`config.mk`:
```
export PLATFORM = sky130hd
export DESIGN_NAME = gochr_regs
export DESIGN_NICKNAME = d
export VERILOG_FILES = /design/src/gochr_pkg.sv /design/src/gochr_regs.sv
export SDC_FILE = /design/constraint.sdc
export NUM_CORES = 1
export LEC_CHECK = 0
export ABC_AREA = 1
export BUFFER_PORTS_ARGS = -buffer_cell sky130_fd_sc_hd__buf_2
export CAP_MARGIN = 30
export CORE_MARGIN = 3
export CORE_UTILIZATION = 49
export CTS_CLUSTER_DIAMETER = 80
export CTS_CLUSTER_SIZE = 30
export DETAILED_ROUTE_END_ITERATION = 7
export PLACE_DENSITY = 0.76
export SLEW_MARGIN = 40
export SYNTH_ARGS = -nofsm -noshare
export SYNTH_HDL_FRONTEND = slang
export SYNTH_SLANG_ARGS = --single-unit
export TNS_END_PERCENT = 30
```
`constraint.sdc`:
```
create_clock -name clk_i -period 1.6 [get_ports clk_i]
set_input_delay 0.48 -clock clk_i [delete_from_list [all_inputs] [get_ports clk_i]]
set_output_delay 0.48 -clock clk_i [all_outputs]
set_load 0.01 [all_outputs]
```
`src/gochr_pkg.sv`:
```
/*
 * Constants and types for the gain and offset channel register bank.
 * Assumes a classic Wishbone slave with 32-bit data; byte address is four times
 * the register index.
 */
// Contract
// - Green offset code is 8 bits, resets to zero, centred at mid-code.
// - Blue offset code is 8 bits, resets to zero, centred at mid-code.
// - Broadcast offset write loads red, green and blue offset codes together.
// - Red low-gain bit, reset zero, is bit 0 of red gain code.
// - Green low-gain bit, reset zero, is bit 0 of green gain code.
// - Blue low-gain bit, reset zero, is bit 0 of blue gain code.
// - Broadcast low-gain write copies the bit into all three channels.
// - Red high-gain register holds gain bits 8:1, resets to 0x0D.
// - Green high-gain register holds gain bits 8:1, resets to 0x0D.
// - Blue high-gain register holds gain bits 8:1, resets to 0x0D.
// - Broadcast high-gain write loads all three high-gain registers together.
// - Single clear: colour mode, or two-channel with blue amplifier off.
// - Single set, select 00: red only, green and blue amplifiers off.
// - Single set, select 01: green only, red and blue amplifiers off.
// - Single set, select 10: blue only, red and green amplifiers off.
// - Red offset code is 8 bits, resets to zero, centred at mid-code.
package gochr_pkg;

    // ****************************************************************
    // Register indices
    // ****************************************************************
    localparam logic [5:0] IDX_RED_OFFSET = 6'h20;
    localparam logic [5:0] IDX_GREEN_OFFSET = 6'h21;
    localparam logic [5:0] IDX_BLUE_OFFSET = 6'h22;
    localparam logic [5:0] IDX_ALL_OFFSET = 6'h23;
    localparam logic [5:0] IDX_RED_GAIN_LOW = 6'h24;
    localparam logic [5:0] IDX_GREEN_GAIN_LOW = 6'h25;
    localparam logic [5:0] IDX_BLUE_GAIN_LOW = 6'h26;
    localparam logic [5:0] IDX_ALL_GAIN_LOW = 6'h27;
    localparam logic [5:0] IDX_RED_GAIN_HIGH = 6'h28;
    localparam logic [5:0] IDX_GREEN_GAIN_HIGH = 6'h29;
    localparam logic [5:0] IDX_BLUE_GAIN_HIGH = 6'h2A;
    localparam logic [5:0] IDX_ALL_GAIN_HIGH = 6'h2B;
    localparam logic [5:0] IDX_MODE_CTRL = 6'h2C;
    localparam logic [5:0] IDX_MODE_STATUS = 6'h2D;

    // ****************************************************************
    // Reset values and field layout
    // ****************************************************************
    localparam logic [7:0] RST_OFFSET = 8'h00;
    localparam logic [7:0] RST_GAIN_HIGH = 8'h0D;
    localparam logic RST_GAIN_LOW = 1'b0;
    localparam logic [1:0] SEL_RED = 2'h0;
    localparam logic [1:0] SEL_GREEN = 2'h1;
    localparam logic [1:0] SEL_BLUE = 2'h2;
    localparam int AMP_RED = 0;
    localparam int AMP_GREEN = 1;
    localparam int AMP_BLUE = 2;
    localparam logic [2:0] AMP_ALL = 3'h7;
    localparam logic [2:0] AMP_NONE = 3'h0;
    localparam int STAT_INVALID = 3;

    typedef struct packed {
        logic [8:0] gain;
        logic [7:0] offset;
    } gochr_chan_type;

    typedef struct packed {
        logic single_channel_setting;
        logic two_channel_setting;
        logic [1:0] channel_select;
    } gochr_mode_ctrl_type;

    typedef enum logic [2:0] {
        MODE_COLOUR,
        MODE_TWO_CHANNEL,
        MODE_SINGLE_RED,
        MODE_SINGLE_GREEN,
        MODE_SINGLE_BLUE,
        MODE_INVALID
    } gochr_mode_type;

endpackage

```
`src/gochr_regs.sv`:
```
/*
 * Gain and offset register bank for three colour channels, with channel mode
 * decode, reached as a classic Wishbone slave.
 * Assumes one clock, synchronous active-high reset and a master that holds its
 * request until ack.
 */
`timescale 1ns/1ps

module gochr_regs #(
    parameter int ADDR_W = 8
) (
    // Clock, reset, enable
    input wire logic clk_i,
    input wire logic rst_i,
    input wire logic ce_i,
    // Wishbone slave
    input wire logic cyc_i,
    input wire logic stb_i,
    input wire logic we_i,
    input wire logic [ADDR_W-1:0] adr_i,
    input wire logic [3:0] sel_i,
    input wire logic [31:0] dat_i,
    output logic [31:0] dat_o,
    output logic ack_o,
    // Channel settings
    output gochr_pkg::gochr_chan_type red_o,
    output gochr_pkg::gochr_chan_type green_o,
    output gochr_pkg::gochr_chan_type blue_o,
    // Mode decode
    output logic [2:0] amp_enable_o,
    output gochr_pkg::gochr_mode_type op_mode_o,
    output logic mode_invalid_o
);

    // ****************************************************************
    // Bus decode
    // ****************************************************************
    logic ack_ff;
    logic [31:0] dat_ff;
    logic [31:0] nxt_dat;
    logic [5:0] idx;
    logic req_go;
    logic wr_go;
    logic [7:0] wdat;

    assign idx = adr_i[7:2];
    assign req_go = ce_i && cyc_i && stb_i && !ack_ff;
    assign wr_go = req_go && we_i && sel_i[0];
    assign wdat = dat_i[7:0];

    // Ack one cycle after the request, dropped the cycle after
    always_ff @(posedge clk_i) begin
        if (rst_i) begin
            ack_ff <= 1'b0;
        end else if (ce_i) begin
            ack_ff <= req_go;
        end
    end

    // ****************************************************************
    // Channel registers
    // ****************************************************************
    // Each field is its own register so that every one has a single writer
    logic [7:0] red_off_ff;
    logic [7:0] green_off_ff;
    logic [7:0] blue_off_ff;
    logic red_glo_ff;
    logic green_glo_ff;
    logic blue_glo_ff;
    logic [7:0] red_ghi_ff;
    logic [7:0] green_ghi_ff;
    logic [7:0] blue_ghi_ff;

    always_ff @(posedge clk_i) begin
        if (rst_i) begin
            red_off_ff <= gochr_pkg::RST_OFFSET;
        end else if (wr_go && (idx == gochr_pkg::IDX_RED_OFFSET ||
                               idx == gochr_pkg::IDX_ALL_OFFSET)) begin
            red_off_ff <= wdat;
        end
    end

    always_ff @(posedge clk_i) begin
        if (rst_i) begin
            green_off_ff <= gochr_pkg::RST_OFFSET;
        end else if (wr_go && (idx == gochr_pkg::IDX_GREEN_OFFSET ||
                               idx == gochr_pkg::IDX_ALL_OFFSET)) begin
            green_off_ff <= wdat;
        end
    end

    always_ff @(posedge clk_i) begin
        if (rst_i) begin
            blue_off_ff <= gochr_pkg::RST_OFFSET;
        end else if (wr_go && (idx == gochr_pkg::IDX_BLUE_OFFSET ||
                               idx == gochr_pkg::IDX_ALL_OFFSET)) begin
            blue_off_ff <= wdat;
        end
    end

    always_ff @(posedge clk_i) begin
        if (rst_i) begin
            red_glo_ff <= gochr_pkg::RST_GAIN_LOW;
        end else if (wr_go && (idx == gochr_pkg::IDX_RED_GAIN_LOW ||
                               idx == gochr_pkg::IDX_ALL_GAIN_LOW)) begin
            red_glo_ff <= wdat[0];
        end
    end

    always_ff @(posedge clk_i) begin
        if (rst_i) begin
            green_glo_ff <= gochr_pkg::RST_GAIN_LOW;
        end else if (wr_go && (idx == gochr_pkg::IDX_GREEN_GAIN_LOW ||
                               idx == gochr_pkg::IDX_ALL_GAIN_LOW)) begin
            green_glo_ff <= wdat[0];
        end
    end

    always_ff @(posedge clk_i) begin
        if (rst_i) begin
            blue_glo_ff <= gochr_pkg::RST_GAIN_LOW;
        end else if (wr_go && (idx == gochr_pkg::IDX_BLUE_GAIN_LOW ||
                               idx == gochr_pkg::IDX_ALL_GAIN_LOW)) begin
            blue_glo_ff <= wdat[0];
        end
    end

    always_ff @(posedge clk_i) begin
        if (rst_i) begin
            red_ghi_ff <= gochr_pkg::RST_GAIN_HIGH;
        end else if (wr_go && (idx == gochr_pkg::IDX_RED_GAIN_HIGH ||
                               idx == gochr_pkg::IDX_ALL_GAIN_HIGH)) begin
            red_ghi_ff <= wdat;
        end
    end

    always_ff @(posedge clk_i) begin
        if (rst_i) begin
            green_ghi_ff <= gochr_pkg::RST_GAIN_HIGH;
        end else if (wr_go && (idx == gochr_pkg::IDX_GREEN_GAIN_HIGH ||
                               idx == gochr_pkg::IDX_ALL_GAIN_HIGH)) begin
            green_ghi_ff <= wdat;
        end
    end

    always_ff @(posedge clk_i) begin
        if (rst_i) begin
            blue_ghi_ff <= gochr_pkg::RST_GAIN_HIGH;
        end else if (wr_go && (idx == gochr_pkg::IDX_BLUE_GAIN_HIGH ||
                               idx == gochr_pkg::IDX_ALL_GAIN_HIGH)) begin
            blue_ghi_ff <= wdat;
        end
    end

    // ****************************************************************
    // Mode control and decode
    // ****************************************************************
    gochr_pkg::gochr_mode_ctrl_type mode_ff;
    gochr_pkg::gochr_mode_type op_mode_ff;
    gochr_pkg::gochr_mode_type nxt_op_mode;
    logic [2:0] amp_en_ff;
    logic [2:0] nxt_amp_en;
    logic invalid_ff;

    always_ff @(posedge clk_i) begin
        if (rst_i) begin
            mode_ff <= '0;
        end else if (wr_go && idx == gochr_pkg::IDX_MODE_CTRL) begin
            mode_ff <= wdat[3:0];
        end
    end

    always_comb begin
        nxt_op_mode = gochr_pkg::MODE_INVALID;
        nxt_amp_en = gochr_pkg::AMP_NONE;
        if (!mode_ff.single_channel_setting) begin
            nxt_amp_en = gochr_pkg::AMP_ALL;
            if (mode_ff.two_channel_setting) begin
                nxt_op_mode = gochr_pkg::MODE_TWO_CHANNEL;
                nxt_amp_en[gochr_pkg::AMP_BLUE] = 1'b0;
            end else begin
                nxt_op_mode = gochr_pkg::MODE_COLOUR;
            end
        end else if (!mode_ff.two_channel_setting) begin
            case (mode_ff.channel_select)
                gochr_pkg::SEL_RED: begin
                    nxt_op_mode = gochr_pkg::MODE_SINGLE_RED;
                    nxt_amp_en[gochr_pkg::AMP_RED] = 1'b1;
                end
                gochr_pkg::SEL_GREEN: begin
                    nxt_op_mode = gochr_pkg::MODE_SINGLE_GREEN;
                    nxt_amp_en[gochr_pkg::AMP_GREEN] = 1'b1;
                end
                gochr_pkg::SEL_BLUE: begin
                    nxt_op_mode = gochr_pkg::MODE_SINGLE_BLUE;
                    nxt_amp_en[gochr_pkg::AMP_BLUE] = 1'b1;
                end
                default: begin
                    nxt_op_mode = gochr_pkg::MODE_INVALID;
                end
            endcase
        end
    end

    always_ff @(posedge clk_i) begin
        if (rst_i) begin
            op_mode_ff <= gochr_pkg::MODE_COLOUR;
            amp_en_ff <= gochr_pkg::AMP_ALL;
            invalid_ff <= 1'b0;
        end else if (ce_i) begin
            op_mode_ff <= nxt_op_mode;
            amp_en_ff <= nxt_amp_en;
            // Invalid flag is registered together with the mode it describes
            invalid_ff <= (nxt_op_mode == gochr_pkg::MODE_INVALID);
        end
    end

    // ****************************************************************
    // Read back
    // ****************************************************************
    // read back of stored values
    always_comb begin
        nxt_dat = '0;
        case (idx)
            gochr_pkg::IDX_RED_OFFSET: nxt_dat[7:0] = red_off_ff;
            gochr_pkg::IDX_GREEN_OFFSET: nxt_dat[7:0] = green_off_ff;
            gochr_pkg::IDX_BLUE_OFFSET: nxt_dat[7:0] = blue_off_ff;
            gochr_pkg::IDX_RED_GAIN_LOW: nxt_dat[0] = red_glo_ff;
            gochr_pkg::IDX_GREEN_GAIN_LOW: nxt_dat[0] = green_glo_ff;
            gochr_pkg::IDX_BLUE_GAIN_LOW: nxt_dat[0] = blue_glo_ff;
            gochr_pkg::IDX_RED_GAIN_HIGH: nxt_dat[7:0] = red_ghi_ff;
            gochr_pkg::IDX_GREEN_GAIN_HIGH: nxt_dat[7:0] = green_ghi_ff;
            gochr_pkg::IDX_BLUE_GAIN_HIGH: nxt_dat[7:0] = blue_ghi_ff;
            gochr_pkg::IDX_MODE_CTRL: nxt_dat[3:0] = mode_ff;
            gochr_pkg::IDX_MODE_STATUS: begin
                nxt_dat[2:0] = amp_en_ff;
                nxt_dat[gochr_pkg::STAT_INVALID] = invalid_ff;
            end
            default: nxt_dat = '0;
        endcase
    end

    always_ff @(posedge clk_i) begin
        if (rst_i) begin
            dat_ff <= '0;
        end else if (req_go) begin
            dat_ff <= we_i ? '0 : nxt_dat;
        end
    end

    assign dat_o = dat_ff;
    assign ack_o = ack_ff;
    assign red_o = {red_ghi_ff, red_glo_ff, red_off_ff};
    assign green_o = {green_ghi_ff, green_glo_ff, green_off_ff};
    assign blue_o = {blue_ghi_ff, blue_glo_ff, blue_off_ff};
    assign amp_enable_o = amp_en_ff;
    assign op_mode_o = op_mode_ff;
    assign mode_invalid_o = invalid_ff;
endmodule

```
==> results of run 1 <==
-- logic make-up after synthesis --
group / Yosys count / share of synthesized area, %
AO/OA/AOI/OAI: 112 / 16.6
buffers and inverters: 93 / 14.2
flip-flops: 71 / 38.9
other: 1 / 0.103
AND/OR/NAND/NOR: 226 / 30.2
-- worst max-delay path by stage --
stage / end / slack (ps) / start / depth (start not counted)
finish: blue_ghi_ff[5] / 160 / ack_o / 7
global route: blue_ghi_ff[6] / 30 / ack_o / 7
CTS: blue_ghi_ff[5] / 150 / ack_o / 7
detailed placement: dat_o[4] / -120 / adr_i[3] / 11
global placement: dat_o[3] / -110 / adr_i[3] / 11
floorplan: red_off_ff[2] / 80 / adr_i[2] / 10
-- sequential cells by signal (all words and copies together), names as in the netlist, 4 cells and up --
register	count
dat_o	8
blue_off_ff	8
mode_ff	4
green_off_ff	8
red_ghi_ff	8
green_ghi_ff	8
red_off_ff	8
blue_ghi_ff	8
-- final cells by class --
type | instances | area share (%)
Clock buffer | 9 | 2.81
Clock inverter | 6 | 1.39
Inverter | 48 | 4.14
Multi-Input combinational cell | 362 | 40.8
Sequential cell | 71 | 32.2
Tap cell | 96 | 2.72
Timing Repair Buffer | 116 | 15.9
-- routing by layer --
metal	vias up	wire, microns	track usage, %
li1	1771	-	-
met1	1607	4030	29.9
met2	148	4750	39.6
met3	11	787	5.69
met4	0	87	7.30
met5	-	0	0
-- power by group through the flow --
stage,Sequential (mW),Combinational (mW),Clock [mW]
6_report,1.78,0.313,1.38
2_1_floorplan,1.82,0.223,0
4_1_cts,1.78,0.310,1.41
3_3_place_gp,1.82,0.304,0
5_1_grt,1.78,0.347,1.48
3_5_place_dp,1.82,0.308,0
-- layout by cell type, fill, tap and decap left out, types with 5 or more instances in the layout --
cell / synthesis / routed
a21oi_1: 53 / 53
buf_2: 2 / 87
buf_4: 29 / 25
clkbuf_8: 0 / 9
conb_1: 1 / 24
dfxtp_1: 71 / 71
inv_1: 38 / 38
inv_2: 9 / 9
nand2_1: 122 / 122
nand2_2: 5 / 5
nand3_1: 14 / 14
nor2_1: 56 / 56
nor2_4: 9 / 9
o211ai_1: 7 / 7
o21ai_0: 41 / 41
o21ai_1: 6 / 6
-- worst register-to-register path: cells and delay by family, from the launching register on --
| kind | cells | cell delay [ps] |
|---|---|---|
| buf+inv | 1 | 160 |
| simple gates | 4 | 560 |
| flops | 1 | 350 |
| compound gates | 2 | 270 |
-- per-stage QoR --
stage | cells | worst slack [ps] | utilization [%] | TNS, ps
after detailed placement | 693 | -116 | 60.2 | -1690
after global placement | 693 | -110 | 60.2 | -1100
after floorplan | 526 | 81.8 | - | 0
after global routing | 708 | 28.3 | 62.8 | 0
after CTS | 708 | 148 | 62.8 | 0
final | 708 | 165 | 62.8 | 0
==> results.py, run 1 <==
metrics = {
    "route": {
        "dr_total_vias": 3537,
        "viasPerCell": 5.00,
        "drt_wl_total_microns": 9650,
        "drtIter0Drc": 236,
        "wl_per_cell_microns": 13.6,
        "firstDrtPassIters": 5,
        "drc_errors": 0,
        "antenna_left": 0,
    },
    "pwr": {
        "pwr-share-comb_pct": 9.0,
        "power.switching_mw": 0.892,
        "clockPowerShare_pct": 39.8,
        "powerDensity_nw_per_um2": 788,
        "power_frac_seq_pct": 51.2,
        "irDropWorstVdd_uv": 531,
        "internal-power_mw": 2.59,
        "p_sw_share_pct": 25.7,
        "power_mw": 3.48,
        "p_leak_nw": 2.19,
    },
    "yosys": {
        "synthFlopType": "dfxtp_1",
        "synthCells": 503,
        "yosysUniqueCellTypes": 29,
        "syn_area_sq_um": 3650,
        "syn_avg_cell_area_sq_um": 7.26,
        "yosysMostFrequentCell": "nand2_1",
        "synth_area_leaders": "dfxtp_1 39%, nand2_1 13%, a21oi_1 7.3%, buf_4 6.0%, nor2_1 5.8%",
        "synth_seq_cells": 71,
        "ys_seq_area_share_pct": 38.9,
        "async_flop_share_pct": 0,
        "synth.largest_area_cell": "dfxtp_1",
        "synth_edf_count": 0,
        "synth_common_cells": "122 x nand2_1, 71 x dfxtp_1, 56 x nor2_1, 53 x a21oi_1, 41 x o21ai_0",
        "yosysWarnings": 0,
        "synth_top_area_share_pct": 38.9,
    },
    "sta": {
        "slew_violations": 0,
        "rsz0062_at_grt": "false",
        "hold_viol": 0,
        "min_period_ps": 1440,
        "period_share_pct": 89.7,
        "max_freq_mhz": 697,
        "timing.hold.ws_ps": 461,
        "finalClockSkew_ps": 9.27,
        "setup_viol": 0,
    },
    "place": {
        "gp_congestion": 0.847,
        "port_buffers": 87,
        "postPlaceCellArea_sq_um": 4230,
        "dpl.hpwl_microns": 7430,
    },
    "clocking": {
        "h-tree-depth": 3,
        "cts_buffers": 9,
        "cts_setup_buffers": 0,
        "holdBufCountCts": 0,
        "clkLatencyLatePin_ps": 340,
        "cts-resized-gates": 0,
        "clockBufferDepth": 2,
        "clk_pin_slew_ps": 80,
        "cts_tree": "yes",
        "cts_sinks": 71,
        "clockRootBuffer": "clkbuf_8",
    },
    "global_routing": {
        "grt_antenna_before_repair": 0,
        "grt.total_usage_pct": 23.6,
        "grt_pass1_wl_microns": 16100,
        "grt_overflow_total": 0,
        "grt_max_degree": 37,
        "grt_pass1_vias": 3282,
    },
    "setup_path": {
        "regToRegStartpoint": "ack_o",
        "critPathBufInv": 1,
        "crit_chain": "nor2_4, nand3_4, nor2_8, buf_4, nand3_1, o21ai_0, a21oi_1",
        "criticalPathCategory": "reg -> reg",
        "critPathArrivalTime_ps": 1670,
        "rr_worst_depth": 7,
        "cp_data_required_time_ps": 1830,
        "cp-start-kind": "flip-flop",
        "timing.critical_path.slowest_stage_cell": "dfxtp_1",
        "cp_max_fo": 7,
        "worstSetupEndpointType": "flip-flop",
        "r2r_slack_ps": 160,
        "r2r-end": "blue_ghi_ff[5]",
        "crit_family": "simple AND/OR/NAND/NOR gates",
        "slowest_delay_ps": 350,
    },
    "min_path": {
        "hp-class": "reg -> reg",
        "hold_end": "blue_ghi_ff[4]",
        "hp-start": "blue_ghi_ff[4]",
        "whs_path_depth": 2,
    },
    "floorplan": {
        "core_sq_um": 7020,
        "die_w_microns": 92.3,
        "io_pins": 141,
        "die_area_sq_um": 8520,
        "chipHeight_microns": 92.3,
        "start_util_pct": 52.0,
        "rows": 30,
    },
    "cells_and_area": {
        "seqCellArea_sq_um": 1420,
        "fin_area_sq_um": 4410,
        "multi_input_area_sq_um": 1800,
        "diodes": 0,
        "nets": 658,
        "drive_gt1_share_pct": 28.4,
        "fill_cells": 672,
        "syn_to_final_growth_pct": 20.8,
    },
    "job": {
        "drv_cap": 0,
    },
    "status": {
        "status": "finished clean",
    },
}
Power figures use the tool's default switching activity.
==> inputs of run 2 (changes only) <==
- PLACE_DENSITY: 0.76 -> 0.79
==> results.py, run 2 (same netlist as run 1, synthesis figures left out) <==
metrics = {
    "cells_and_area": {
        "layout_commonest_cell": "nand2_1",
        "seqCellArea_sq_um": 1420,
        "fill_cells": 654,
        "nets": 661,
        "drive_gt1_share_pct": 28.7,
        "final_cell_mix": "122 x nand2_1, 87 x buf_2, 71 x dfxtp_1",
        "syn_to_final_growth_pct": 22.0,
        "multi_input_area_sq_um": 1800,
        "diodes": 0,
    },
    "sta": {
        "rsz0062_at_grt": "false",
        "slew_violations": 0,
        "setup_ws_ps": 141,
        "hold_viol": 0,
        "setup_viol": 0,
        "period_share_pct": 91.2,
        "finalClockSkew_ps": 10.0,
        "finalSetupTns_ps": 0,
        "max_freq_mhz": 685,
        "min_period_ps": 1460,
    },
    "pwr": {
        "power.switching_mw": 0.917,
        "pwr-share-comb_pct": 8.3,
        "p_leak_nw": 2.21,
        "p_sw_share_pct": 24.4,
        "clockPowerShare_pct": 44.4,
        "powerDensity_nw_per_um2": 845,
        "internal-power_mw": 2.85,
        "power_frac_seq_pct": 47.3,
        "irDropWorstVdd_uv": 440,
    },
    "setup_path": {
        "slowest_delay_ps": 350,
        "critPathArrivalTime_ps": 1690,
        "criticalPathCategory": "reg -> reg",
        "crit_chain": "nor2_4, nand3_4, nor2_8, buf_4, nand3_1, o21ai_0, a21oi_1",
        "cp-start-kind": "flip-flop",
        "timing.critical_path.slowest_stage_cell": "dfxtp_1",
        "worstSetupEndpointType": "flip-flop",
        "cp_data_required_time_ps": 1830,
        "cp_max_fo": 7,
    },
    "floorplan": {
        "chipHeight_microns": 92.3,
        "start_util_pct": 52.0,
        "die_w_microns": 92.3,
        "io_pins": 141,
        "rows": 30,
        "die_area_sq_um": 8520,
        "core_sq_um": 7020,
    },
    "clocking": {
        "cts_buffers": 9,
        "cts_setup_buffers": 0,
        "clockRootBuffer": "clkbuf_8",
        "cts_sinks": 71,
        "clkLatencyLatePin_ps": 350,
        "cts_tree": "yes",
        "cts-resized-gates": 0,
        "h-tree-depth": 3,
        "clk_pin_slew_ps": 70,
        "holdBufCountCts": 0,
        "clockBufferDepth": 2,
    },
    "status": {
        "status": "finished clean",
    },
    "route": {
        "wl_per_cell_microns": 13.6,
        "drt_wl_total_microns": 9720,
        "drtIter0Drc": 150,
        "firstDrtPassIters": 4,
        "viasPerCell": 5.04,
        "dr_total_vias": 3588,
        "antenna_left": 0,
        "drc_errors": 0,
    },
    "global_routing": {
        "grt_max_degree": 35,
        "grt_pass1_wl_microns": 15700,
        "grt.total_usage_pct": 23.2,
        "grt_overflow_total": 0,
        "grt_pass1_vias": 3263,
        "grt_antenna_before_repair": 0,
    },
    "place": {
        "port_buffers": 87,
        "dpl_worst_slack_ps": -177,
        "gp_congestion": 0.885,
        "dpl.hpwl_microns": 7310,
    },
    "min_path": {
        "hp-class": "in -> reg",
    },
    "job": {
        "drv_cap": 0,
    },
}
==> run 2: cell count changes in the layout (fill, tap and decap cells not counted), sizes merged <==
cell    change
clkinv      -3
buf         +3
clkbuf      +3
bufinv      +1
==> run 2: area by class of cell <==
type | count | area share, %
multi-input cells | 362 | 40.4
inverters | 48 | 4.10
well taps | 96 | 2.70
flip-flops and latches | 71 | 31.9
repair buffers | 119 | 15.7
clock inverters | 4 | 1.71
clock buffers | 12 | 3.48
==> run 2: through the flow <==
step	instance area, sq um	std cells	utilization, %	hold slack (ps)	total power, mW
floorplan	3740	526	-	437	2.05
global placement	4220	696	60.2	449	2.12
detailed placement	4220	696	60.2	453	2.13
CTS	4450	712	63.5	444	3.76
global route	4450	712	63.5	480	3.88
finish	4450	712	63.5	440	3.76
==> run 2: critical path: cells and delay by family, from the launching register on <==
family          cells  cell delay [ps]
simple gates        4              560
buf+inv             1              180
flops               1              350
compound gates      2              260
==> run 2: routing by layer <==
layer	share of wire [%]	vias to the layer above	track usage (%)
met5	0	-	0
met4	1.4	0	7.80
met3	8.3	13	5.28
met2	47	164	38.2
met1	43	1635	30.1
li1	-	1776	-
==> run 2: worst paths after layout <==
kind,cells after the start,startpoint,slack (ps),endpoint
setup / recovery,7,ack_o,140,blue_ghi_ff[1]
hold / removal,3,dat_i[3],440,mode_ff[3]
setup reg to reg,7,ack_o,140,blue_ghi_ff[1]
hold reg to reg,2,dat_o[4],460,dat_o[4]
==> run 2: power groups by stage <==
stage,Clock (mW),Combinational (mW),Sequential [mW]
finish,1.67,0.311,1.78
global route,1.76,0.341,1.78
global placement,0,0.302,1.82
floorplan,0,0.223,1.82
CTS,1.67,0.309,1.78
detailed placement,0,0.308,1.82
==> inputs of run 3 (changes only) <==
- CORE_UTILIZATION: 49 -> 43
- PLACE_DENSITY: 0.79 -> 0.71
- RECOVER_POWER: default -> 50
==> results.py, run 3 (same netlist as run 1, synthesis figures left out) <==
metrics = {
    "min_path": {
        "hp-start": "dat_i[3]",
        "hp-class": "in -> reg",
        "whs_path_depth": 3,
    },
    "clocking": {
        "cts-resized-gates": 0,
        "cts_sinks": 71,
        "clk_pin_slew_ps": 80,
        "cts_buffers": 9,
        "holdBufCountCts": 0,
        "h-tree-depth": 3,
        "clockBufferDepth": 2,
        "cts_tree": "yes",
        "cts_setup_buffers": 0,
        "clkLatencyLatePin_ps": 340,
        "clockRootBuffer": "clkbuf_8",
    },
    "global_routing": {
        "grt_antenna_before_repair": 0,
        "grt_pass1_wl_microns": 15600,
        "grt_pass1_vias": 3081,
        "grt_max_degree": 32,
        "grt.total_usage_pct": 20.0,
        "grt_overflow_total": 0,
    },
    "setup_path": {
        "cp_data_required_time_ps": 1830,
        "cp-start-kind": "flip-flop",
        "path_depth": 7,
        "timing.critical_path.slowest_stage_cell": "dfxtp_1",
        "critPathArrivalTime_ps": 1690,
        "crit_family": "simple AND/OR/NAND/NOR gates",
        "critPathBufInv": 1,
        "worstSetupEndpointType": "flip-flop",
        "cp_max_fo": 16,
        "crit_chain": "nor2_4, nand3_2, nor2_8, nand3_1, clkbuf_2, o21ai_0, a21oi_1",
        "rr_worst_depth": 7,
        "startpoint": "ack_o",
        "regToRegStartpoint": "ack_o",
        "criticalPathCategory": "reg -> reg",
        "slowest_delay_ps": 350,
    },
    "route": {
        "drc_errors": 0,
        "drt_wl_total_microns": 9730,
        "antenna_left": 0,
        "wl_per_cell_microns": 13.6,
        "viasPerCell": 4.84,
        "firstDrtPassIters": 6,
        "dr_total_vias": 3469,
        "drtIter0Drc": 170,
    },
    "sta": {
        "slew_violations": 0,
        "max_freq_mhz": 686,
        "period_share_pct": 91.1,
        "finalClockSkew_ps": 9.09,
        "hold_viol": 0,
        "min_period_ps": 1460,
        "rsz0062_at_grt": "false",
        "relSlewSlack_pct": 64.3,
        "setup_viol": 0,
        "tightest_slew_ps": 535,
    },
    "cells_and_area": {
        "final_cell_mix": "122 x nand2_1, 71 x dfxtp_1, 56 x nor2_1",
        "syn_to_final_growth_pct": 18.1,
        "diodes": 0,
        "final_cells": 717,
        "nets": 660,
        "drive_gt1_share_pct": 20.8,
        "layout_commonest_cell": "nand2_1",
        "fin_area_sq_um": 4310,
    },
    "floorplan": {
        "chipHeight_microns": 98.1,
        "core_sq_um": 7970,
        "start_util_pct": 45.8,
        "rows": 32,
        "die_area_sq_um": 9630,
        "io_pins": 141,
        "die_w_microns": 98.1,
    },
    "place": {
        "dpl.hpwl_microns": 7430,
        "postPlaceCellArea_sq_um": 4240,
        "gp_congestion": 0.879,
        "placed_cells": 701,
        "port_buffers": 87,
    },
    "job": {
        "drv_cap": 0,
    },
    "pwr": {
        "p_leak_nw": 2.01,
        "powerDensity_nw_per_um2": 801,
        "power_mw": 3.45,
        "irDropWorstVdd_uv": 540,
    },
    "status": {
        "status": "finished clean",
    },
}
run 3: cell types whose count changed in the layout (fill, tap and decap cells not counted), sizes merged:
cell    delta
clkbuf    +46
buf       -48
clkinv     +1
inv        +2
bufinv     -2
run 3: area by class of cell:
class	count	area, sq um
clock buffer	11	151
clock inverter	5	38.8
inverter	48	183
timing repair buffer	118	614
multi-input combinational	362	1780
tap	102	128
fill	822	3660
sequential	71	1420
run 3: worst min-delay path, delay by kind of cell:
family	cells	cell delay, ps
AOI/OAI and AO/OA	2	170
buffers and inverters	1	90
run 3: report_power, final:
group          switching (mW)  leakage [nW]  internal (mW)
clock network           0.706        0.0967          0.662
logic                   0.207          1.35         0.0990
registers             0.00628         0.573           1.77
total                   0.919          2.01           2.53
run 3: through the flow:
step / setup WS (ps) / TNS (ps) / util (%) / hold slack, ps
6_report: 142 / 0 / 54.1 / 445
5_1_grt: 20.7 / 0 / 54.1 / 451
4_1_cts: 169 / 0 / 55.5 / 450
3_5_place_dp: -153 / -2150 / 53.2 / 452
3_3_place_gp: -140 / -1610 / 53.2 / 445
2_1_floorplan: 81.8 / 0 / - / 437
run 3: per-layer routing:
metal	vias to the layer above	part of all wire, %	track usage [%]
met4	0	0.72	5.04
met5	-	0	0
met3	6	9.1	4.64
met1	1546	44	27.5
met2	141	46	32.0
li1	1776	-	-
run 3: worst paths after layout:
path                         end  slack, ps
hold reg to reg         dat_o[7]        470
setup / recovery  blue_off_ff[5]        140
setup reg to reg  blue_off_ff[5]        140
hold / removal        mode_ff[3]        450
